==> config.mk <==
export PLATFORM = sky130hd
export DESIGN_NAME = gpms_regs
export DESIGN_NICKNAME = d
export VERILOG_FILES = /design/src/design/gpms_pkg.sv /design/src/design/gpms_regs.sv
export SDC_FILE = /design/constraint.sdc
export NUM_CORES = 1
export LEC_CHECK = 0
export BUFFER_PORTS_ARGS = -buffer_cell sky130_fd_sc_hd__buf_4
export CORE_MARGIN = 2
export CORE_UTILIZATION = 47
export CTS_CLUSTER_DIAMETER = 40
export DETAILED_ROUTE_END_ITERATION = 8
export GPL_TIMING_DRIVEN = 0
export PLACE_DENSITY = 0.75
export RECOVER_POWER = 100
export SYNTH_ARGS = -nofsm -noshare
export SYNTH_HDL_FRONTEND = slang
export SYNTH_SLANG_ARGS = --single-unit
==> constraint.sdc <==
create_clock -name sys_clk_in -period 1.9 [get_ports sys_clk_in]
set_input_delay 0.19 -clock sys_clk_in [delete_from_list [all_inputs] [get_ports sys_clk_in]]
set_output_delay 0.19 -clock sys_clk_in [all_outputs]
set_load 0.01 [all_outputs]
==> src/design/gpms_pkg.sv <==
// Purpose: Constants and carrier types for the gigabit master/slave register bank
// Assumes: 16-bit management registers addressed by 5-bit register index
// Notes: Strap decode and field positions live here only
//
// What this block does
// - Next-page receive register is read-only and shows the partner code word fields.
// - After reset it reads message-page one, code zero, other bits zero.
// - Toggle bit reads inverse of the previous toggle value.
// - Test mode field 15:13 selects normal or four tests; 101-111 reserved.
// - Manual enable bit 12 forces role from manual value; otherwise automatic.
// - Bit 11 selects slave or master, effective only with manual enable set.
// - Bit 10 single or multiport, used only when manual enable is clear.
// - Bits 9 and 8 advertise gigabit full and half duplex.
// - Manual enable, value, port type and advertise bits reset from mode straps.
// - Status bit 15 latches config fault until read; resets to zero.
// - Status bit 14 shows resolved role, one for master.
// - Status bits 13 and 12 show local and remote receiver OK.
// - Status bits 11 and 10 show partner gigabit abilities, valid with page received.
// - Bits 7:0 count idle-symbol receive errors, resetting to zero.
// - Counter clears on management read and on hardware, software or logic reset.
// - Counter saturates at all ones instead of wrapping.
// - Counter overflow is offered as an interrupt source.
// - Page-received indication latches high on a new page, zero otherwise.
package gpms_pkg;

  localparam logic [4:0] GPMS_ADDR_NP_RX = 5'h08;
  localparam logic [4:0] GPMS_ADDR_CTRL = 5'h09;
  localparam logic [4:0] GPMS_ADDR_STAT = 5'h0a;

  localparam int GPMS_BIT_TEST_HI = 15;
  localparam int GPMS_BIT_TEST_LO = 13;
  localparam int GPMS_BIT_MAN_EN = 12;
  localparam int GPMS_BIT_MAN_VAL = 11;
  localparam int GPMS_BIT_PORT = 10;
  localparam int GPMS_BIT_ADV_FD = 9;
  localparam int GPMS_BIT_ADV_HD = 8;

  localparam logic [15:0] GPMS_NP_RX_RESET = 16'h2000;
  localparam logic [2:0] GPMS_TEST_RESET = 3'h0;
  localparam logic [7:0] GPMS_IDLE_ERR_RESET = 8'h00;
  localparam logic [7:0] GPMS_IDLE_ERR_MAX = 8'hff;

  // Edges after reset release during which the control bits reload from the synchronised straps
  localparam logic [1:0] GPMS_STRAP_SETTLE = 2'h3;

  // Status register field positions
  localparam int GPMS_BIT_FAULT = 15;
  localparam int GPMS_BIT_ROLE = 14;
  localparam int GPMS_BIT_LOCAL_OK = 13;
  localparam int GPMS_BIT_REMOTE_OK = 12;
  localparam int GPMS_BIT_PTNR_FD = 11;
  localparam int GPMS_BIT_PTNR_HD = 10;
  localparam int GPMS_BIT_CNT_HI = 7;

  // Test mode codes
  typedef enum logic [2:0] {
    GPMS_TEST_NORMAL = 3'h0,
    GPMS_TEST_WAVEFORM = 3'h1,
    GPMS_TEST_JIT_MASTER = 3'h2,
    GPMS_TEST_JIT_SLAVE = 3'h3,
    GPMS_TEST_DISTORT = 3'h4
  } gpms_test_type;

  // Control register content
  typedef struct packed {
    logic [2:0] test_mode;
    logic man_en;
    logic man_val;
    logic multiport;
    logic adv_fd;
    logic adv_hd;
  } gpms_ctrl_type;

  // Strap decode of the two mode pins into control defaults
  function automatic gpms_ctrl_type gpms_strap_ctrl(input logic [1:0] mode);
    gpms_ctrl_type c;
    c = '0;
    c.test_mode = GPMS_TEST_RESET;
    c.man_en = mode[1] & mode[0];
    c.man_val = mode[1];
    c.multiport = mode[0];
    c.adv_fd = ~(mode[1] & ~mode[0]);
    c.adv_hd = ~(mode[1] & ~mode[0]);
    return c;
  endfunction : gpms_strap_ctrl

  // Link-side status inputs grouped
  typedef struct packed {
    logic ms_fault;
    logic role_master;
    logic local_rx_ok;
    logic remote_rx_ok;
    logic partner_gig_full_ability;
    logic partner_gig_half_ability;
    logic page_rx;
    logic idle_err;
  } gpms_link_type;

  // All module state
  typedef struct packed {
    logic [15:0] np_rx;
    gpms_ctrl_type ctrl;
    logic [1:0] strap_cnt;
    logic fault_lh;
    logic page_lh;
    logic [7:0] idle_cnt;
    logic ovf;
    logic [15:0] rd_data;
    gpms_link_type s1;
    gpms_link_type s2;
    logic [1:0] strap1;
    logic [1:0] strap2;
  } gpms_state_type;

endpackage : gpms_pkg

==> src/design/gpms_regs.sv <==
// Purpose: Master/slave, gigabit advertisement and next-page receive registers
// Assumes: Management access arrives as one-cycle read and write strobes on sys_clk_in
// Notes: Link status pins come from other logic and are synchronised here
`timescale 1ns/1ps
module gpms_regs
  import gpms_pkg::*;
(
  input wire logic sys_clk_in, // 200 MHz clock
  input wire logic rst_in, // Async reset, high
  input wire logic soft_rst_in, // Software or logical reset pulse
  input wire logic [1:0] mode_strap_in, // Mode config strap pins
  input wire logic [4:0] reg_addr_in, // Register index
  input wire logic reg_wr_in, // Write strobe
  input wire logic reg_rd_in, // Read strobe
  input wire logic [15:0] reg_wdata_in, // Write data
  output logic [15:0] reg_rdata_out, // Read data, valid cycle after strobe
  input wire logic np_load_in, // New next-page word received
  input wire logic [15:0] np_word_in, // Received code word
  input wire gpms_link_type link_in, // Link status and events
  output logic [2:0] test_mode_out, // Active test mode
  output logic role_master_out, // Role request to resolution
  output logic role_manual_out, // Manual role in force
  output logic multiport_out, // Port type for automatic resolution
  output logic adv_gig_full_out, // Advertise 1000 full
  output logic adv_gig_half_out, // Advertise 1000 half
  output logic page_rx_out, // Latched page-received indication
  output logic idle_ovf_out // Counter overflow interrupt source
);

  // ----------------------------------------
  // Decode helpers
  // ----------------------------------------

  // One strobe against one register index; every access decode goes through here
  function automatic logic gpms_hit(
    input logic strobe,
    input logic [4:0] addr,
    input logic [4:0] target
  );
    logic hit;
    hit = strobe && (addr == target);
    return hit;
  endfunction : gpms_hit

  // Control fields taken from a management write word
  function automatic gpms_ctrl_type gpms_ctrl_from_word(
    input logic [15:0] w
  );
    gpms_ctrl_type c;
    c = '0;
    c.test_mode = w[GPMS_BIT_TEST_HI:GPMS_BIT_TEST_LO];
    c.man_en = w[GPMS_BIT_MAN_EN];
    c.man_val = w[GPMS_BIT_MAN_VAL];
    c.multiport = w[GPMS_BIT_PORT];
    c.adv_fd = w[GPMS_BIT_ADV_FD];
    c.adv_hd = w[GPMS_BIT_ADV_HD];
    return c;
  endfunction : gpms_ctrl_from_word

  // Control register as management sees it; low byte is reserved and reads zero
  function automatic logic [15:0] gpms_ctrl_word(
    input gpms_ctrl_type c
  );
    logic [15:0] w;
    w = 16'h0000;
    w[GPMS_BIT_TEST_HI:GPMS_BIT_TEST_LO] = c.test_mode;
    w[GPMS_BIT_MAN_EN] = c.man_en;
    w[GPMS_BIT_MAN_VAL] = c.man_val;
    w[GPMS_BIT_PORT] = c.multiport;
    w[GPMS_BIT_ADV_FD] = c.adv_fd;
    w[GPMS_BIT_ADV_HD] = c.adv_hd;
    return w;
  endfunction : gpms_ctrl_word

  // Status register word; partner abilities are masked until a page is in
  function automatic logic [15:0] gpms_stat_word(
    input logic fault,
    input logic page,
    input gpms_link_type live,
    input logic [7:0] cnt
  );
    logic [15:0] w;
    w = 16'h0000;
    w[GPMS_BIT_FAULT] = fault;
    w[GPMS_BIT_ROLE] = live.role_master;
    w[GPMS_BIT_LOCAL_OK] = live.local_rx_ok;
    w[GPMS_BIT_REMOTE_OK] = live.remote_rx_ok;
    // Masking keeps stale abilities from an old negotiation out of view
    w[GPMS_BIT_PTNR_FD] = page & live.partner_gig_full_ability;
    w[GPMS_BIT_PTNR_HD] = page & live.partner_gig_half_ability;
    w[GPMS_BIT_CNT_HI:0] = cnt;
    return w;
  endfunction : gpms_stat_word

  // ----------------------------------------
  // Event helpers
  // ----------------------------------------

  // Latched-high bit: a read returns it to the live level, otherwise an event sets it
  function automatic logic gpms_latch_next(
    input logic rd_clr,
    input logic ev,
    input logic cur
  );
    logic nxt;
    nxt = cur;
    if (rd_clr) begin
      // Taking the live level means an event in the read cycle is not lost
      nxt = ev;
    end else if (ev) begin
      nxt = 1'b1;
    end
    return nxt;
  endfunction : gpms_latch_next

  // Saturating idle error count with clear on read and on soft reset
  function automatic logic [7:0] gpms_cnt_next(
    input logic rd_clr,
    input logic soft_clr,
    input logic ev,
    input logic [7:0] cnt
  );
    logic [7:0] nxt;
    nxt = cnt;
    if (soft_clr) begin
      nxt = GPMS_IDLE_ERR_RESET;
    end else if (rd_clr) begin
      // An error in the read cycle starts the new count so it is never dropped
      nxt = ev ? 8'h01 : GPMS_IDLE_ERR_RESET;
    end else if (ev && (cnt != GPMS_IDLE_ERR_MAX)) begin
      nxt = cnt + 8'h01;
    end
    // At all ones further errors leave the count where it is
    return nxt;
  endfunction : gpms_cnt_next

  // Overflow flag for the interrupt controller; sticky until read or soft reset
  function automatic logic gpms_ovf_next(
    input logic rd_clr,
    input logic soft_clr,
    input logic ev,
    input logic [7:0] cnt,
    input logic cur
  );
    logic nxt;
    nxt = cur;
    if (rd_clr || soft_clr) begin
      nxt = 1'b0;
    end else if (ev && (cnt == GPMS_IDLE_ERR_MAX)) begin
      nxt = 1'b1;
    end
    return nxt;
  endfunction : gpms_ovf_next

  // ----------------------------------------
  // State and decode signals
  // ----------------------------------------

  // Whole module state; q is registered, d is its next value
  gpms_state_type q, d;
  logic rd_np, rd_ctrl, rd_stat, wr_ctrl;
  logic idle_ev, page_ev, fault_ev;

  // ----------------------------------------
  // Next state
  // ----------------------------------------
  always_comb begin
    d = q;

    // Access decode, taken on the edge where the strobe is high
    rd_np = gpms_hit(reg_rd_in, reg_addr_in, GPMS_ADDR_NP_RX);
    rd_ctrl = gpms_hit(reg_rd_in, reg_addr_in, GPMS_ADDR_CTRL);
    rd_stat = gpms_hit(reg_rd_in, reg_addr_in, GPMS_ADDR_STAT);
    wr_ctrl = gpms_hit(reg_wr_in, reg_addr_in, GPMS_ADDR_CTRL);

    // Two flops before any logic sees the pins
    d.s1 = link_in;
    d.s2 = q.s1;
    d.strap1 = mode_strap_in;
    d.strap2 = q.strap1;

    // Events are read only from the second flop
    idle_ev = q.s2.idle_err;
    page_ev = q.s2.page_rx;
    fault_ev = q.s2.ms_fault;

    // Straps reload the control bits until the synchroniser holds the pin value;
    // writes in those first few cycles are dropped, a limit software must respect
    if (q.strap_cnt != GPMS_STRAP_SETTLE) begin
      d.strap_cnt = q.strap_cnt + 2'h1;
      d.ctrl = gpms_strap_ctrl(q.strap2);
    end else if (wr_ctrl) begin
      d.ctrl = gpms_ctrl_from_word(reg_wdata_in);
    end

    // Partner word; toggle already carries inverse-of-previous meaning
    if (np_load_in) begin
      d.np_rx = np_word_in;
    end

    // Latched-high status bits
    d.fault_lh = gpms_latch_next(rd_stat, fault_ev, q.fault_lh);
    d.page_lh = gpms_latch_next(rd_stat, page_ev, q.page_lh);

    // Idle error count and its overflow flag
    d.idle_cnt = gpms_cnt_next(rd_stat, soft_rst_in, idle_ev, q.idle_cnt);
    d.ovf = gpms_ovf_next(rd_stat, soft_rst_in, idle_ev, q.idle_cnt, q.ovf);

    // Registered read data; zero when no read or an unmapped index
    d.rd_data = 16'h0000;
    if (rd_np) begin
      d.rd_data = q.np_rx;
    end else if (rd_ctrl) begin
      d.rd_data = gpms_ctrl_word(q.ctrl);
    end else if (rd_stat) begin
      d.rd_data = gpms_stat_word(q.fault_lh, q.page_lh, q.s2, q.idle_cnt);
    end
  end

  // ----------------------------------------
  // State register
  // ----------------------------------------
  always_ff @(posedge sys_clk_in or posedge rst_in) begin
    if (rst_in) begin
      q <= '0;
      q.np_rx <= GPMS_NP_RX_RESET;
    end else begin
      q <= d;
    end
  end

  // ----------------------------------------
  // Outputs
  // ----------------------------------------

  // Read data straight from its flop
  assign reg_rdata_out = q.rd_data;

  // Test mode goes out as written; reserved codes are left to the waveform logic
  assign test_mode_out = q.ctrl.test_mode;

  // Manual value only counts when manual enable is set
  assign role_manual_out = q.ctrl.man_en;
  assign role_master_out = q.ctrl.man_en & q.ctrl.man_val;

  // Port type only steers automatic resolution
  assign multiport_out = ~q.ctrl.man_en & q.ctrl.multiport;

  // Gigabit advertisement bits
  assign adv_gig_full_out = q.ctrl.adv_fd;
  assign adv_gig_half_out = q.ctrl.adv_hd;

  // Latched indications
  assign page_rx_out = q.page_lh;
  assign idle_ovf_out = q.ovf;

endmodule : gpms_regs

==> results list <==
- The first detailed-routing pass took 4 iterations.
- The sequential cells in the finished layout cover a total of ~1800 sq um.
- Number of global-route vias before repair: about 2100
- Synthesis-to-finish area growth: 26.8%
- Tightest hold margin: between 0.07 and 0.08 ns
* Pin count of the biggest net entering global routing: 40
* Remaining number of nets flagged by the antenna check after routing: 0
* Number of max-slew violations in the final report: 0
* Synth Instances: between 200 and 250
- In this run the number of H-tree levels came out at 3.
- The die is 83.7 um tall.
* Transition at the pin with the smallest max-transition slack: 0.898 ns
* Footprint of the multi-input gates: roughly 900 sq um
- The die is 83.7 um wide.
- STA classifies the critical path startpoint as a flop.
- Pleak: 1.74 nW
- After clock tree synthesis, the clock-pin slew on the worst setup and hold paths is roughly 0.08 ns.
- The cell family contributing the most delay on the critical path is flip-flops.
- Overall overflow remaining after global route: 0
- For this run, the post-layout net count is 372.
- Max-cap violations in this run came to 0.
- For this run, the leading register cell type out of synthesis is dfrtp_1.
* Unrepaired setup endpoints after global routing: false
- The flow ran to the end, and the final reports show no timing, DRC or antenna violations.
- TritonCTS built the clock tree.
- Of the available clock period, the critical path in the final layout requires 87.8%.
- Routed via count: 1973
- Core Area: 6240 sq um
* Required @ worst endpoint: 2.11 ns
- DRT Wirelength: 5.88 mm
- The number of antenna diodes in the final layout is 0.
- The largest individual stage delay along the critical path comes from the cell dfrtp_1.
- Clock skew on the completed layout was measured at approximately 0.0078 ns.
- The number of cells on the worst reg-to-reg path is 5.
- Clock tree synthesis inserted a total of 9 buffers.
* Warnings, synthesis: 0
- Data arrives at the worst endpoint at ~1.9 ns.
* Unique cell type count in the Yosys netlist: 37
* Post-CTS Repair Setup Buffers: 0
- The critical path contains buffers and inverters numbering 0 combined.
- Worst path max stage delay: 0.44 ns
- Fill cell count: 531
- The cell sitting at the root of the clock tree is a clkbuf_8.
* Number of antenna violations at the first check in global routing: 0
* Top library cells by usage in the layout, fill and taps aside: dfrtp_1, buf_4, clkbuf_1, mux2i_1, clkbuf_4
- At the end of routability-driven placement, the weighted congestion stood at between 0.7 and 0.8.
- In this run the number of cells on the critical path is 5.
* Detailed-route DRC error count: 0
- The post-route netlist has 33.3% of its cells at a drive strength greater than 1.
* Max-slew headroom at the worst pin: 39.6%
- Mean instance size in the synthesized netlist: 13.3 sq um
* Die ar.: 7000 sq um
- Routed wirelength normalized by instance count: about 15 um
- Detailed-placement wirelength estimate: 4.21 mm
- Counting every sink on the clock net gives 73.
- After synthesis, the share of flip-flops with an asynchronous set or reset is 100%.
- For this configuration, the core starts out at a cell density of 47.8%.
- Quantity of I/O buffers inserted on ports: 69
- Hold Fails Final Rpt: 0
* Initial DRC Count: between 100 and 150
* Global-route total usage across every layer: 18.1%
- Syn Std Cell Area: 2980 sq um
* Later-pin clock latency in the skew report: around 0.33 ns
- Tmin final: 1.67 ns
- Most common library cell in the layout ignoring fill and taps: dfrtp_1
- Synthesis produced a netlist with a net count of 280.
- Std-Cell Rows: 29
* Hold path cells: 2
* Crit Path Class: flop to flop
- Setup Total Neg Slack: 0 ns
* Total of flip-flops plus latches after synthesis: 73
* Total I/O pin count: 79
- For this run, the register share of the synthesized area comes to 61.3%.
* Avg Vias per Cell: approximately 5.0
- Setup violations remaining at the end of the flow were counted as 0.
- Number of synthesized flops with an enable pin: 0
* Number of buffers on the longest clock path: 2
* Tightest Hold Check Type: primary input to flop
- Critical-path cell list: ha_1 -> nand3_1 -> nor2_1 -> mux2i_1 -> a311o_1
- Maximum fanout along the worst path: 6
* Worst VDD drop: 0.563 mV
* First-pass GRT wire length: 9.88 mm
* Type of element capturing the critical path: flop
- Top achievable clock speed: 0.600 GHz
- Areal power density over the cells: 859 nW/um^2
==> power by group <==
group / switching, mW / internal [mW]
clock network: 0.549 / 0.632
logic: 0.153 / 0.198
registers: 0.0654 / 1.65
total: 0.768 / 2.48
==> Yosys cell counts, drive strengths merged (4+ instances only) <==
cell / count / area share [%]
mux2: 17 / 6.4
o21ai: 8 / 1.3
buf: 25 / 6.3
inv: 5 / 0.63
dfrtp: 72 / 60
a22o: 8 / 2.4
nand2: 10 / 1.3
nor2b: 4 / 0.84
nor2: 14 / 2.3
nand3: 7 / 1.2
mux2i: 19 / 6.4
a21oi: 7 / 1.2
==> stage by stage <==
step / area [sq um] / instances / worst slack, ns / total power [mW] / util, %
global placement: 3600 / 371 / 0.382 / 2.10 / 57.7
CTS: 3920 / 398 / 0.323 / 3.31 / 62.9
finish: 3780 / 398 / 0.232 / 3.25 / 60.6
floorplan: 2990 / 225 / 0.524 / 1.93 / -
detailed placement: 3620 / 372 / 0.328 / 2.12 / 58.0
global route: 3780 / 398 / 0.125 / 3.40 / 60.6
==> final timing paths <==
check | end | from | slack, ns
max | q[37]$_DFFE_PP0P_ | q[37]$_DFFE_PP0P_ | 0.23
min reg2reg | q[7]$_DFF_PP0_ | d[7]$_DFF_PP0_ | 0.35
max in group asynchronous | idle_ovf_out$_DFFE_PP0P_ | rst_in | 0.38
min | q[67]$_DFFE_PP0P_ | np_word_in[10] | 0.08
max reg2reg | q[37]$_DFFE_PP0P_ | q[37]$_DFFE_PP0P_ | 0.23
min in group asynchronous | fault_ev$_DFF_PP0_ | rst_in | 0.51
==> cell families after synthesis <==
family | Yosys count | share of synthesized area [%]
XOR/XNOR | 2 | 0.588
flip-flops | 73 | 61.3
AND/OR/NAND/NOR | 49 | 10.3
multiplexers | 36 | 12.8
buffers and inverters | 32 | 7.18
adder cells (fa/ha/maj) | 2 | 0.839
AO/OA/AOI/OAI | 31 | 7.01
==> registers in the layout, summed over array words and instances, names as in the netlist <==
| signal | flops |
|---|---|
| q | 36 |
| fault_ev | 1 |
| page_ev | 1 |
| page_rx_out | 1 |
| idle_ovf_out | 1 |
| reg_rdata_out | 16 |
| d | 10 |
| role_manual_out | 1 |
| adv_gig_full_out | 1 |
| adv_gig_half_out | 1 |
| test_mode_out | 3 |
| idle_ev | 1 |
==> metal layers <==
metal	routed length, um	GRT usage, %
met1	2560	22.9
met2	2930	29.8
met3	309	5.34
met4	80	6.30
met5	0	0
==> cell type report <==
class	count	share of cell area, %
Multi-Input combinational cell	120	23.8
Inverter	5	0.596
Timing Repair Buffer	81	14.8
Clock inverter	5	1.49
Sequential cell	73	48.3
Clock buffer	10	3.64
Tap cell	77	2.55
Buffer	27	4.73
==> what timing repair did <==
action,in CTS,in global routing
hold endpoints to repair,44,0
setup endpoints to repair,0,0
hold buffers,11,0
resized for setup,0,0
Power figures use the tool's default switching activity.
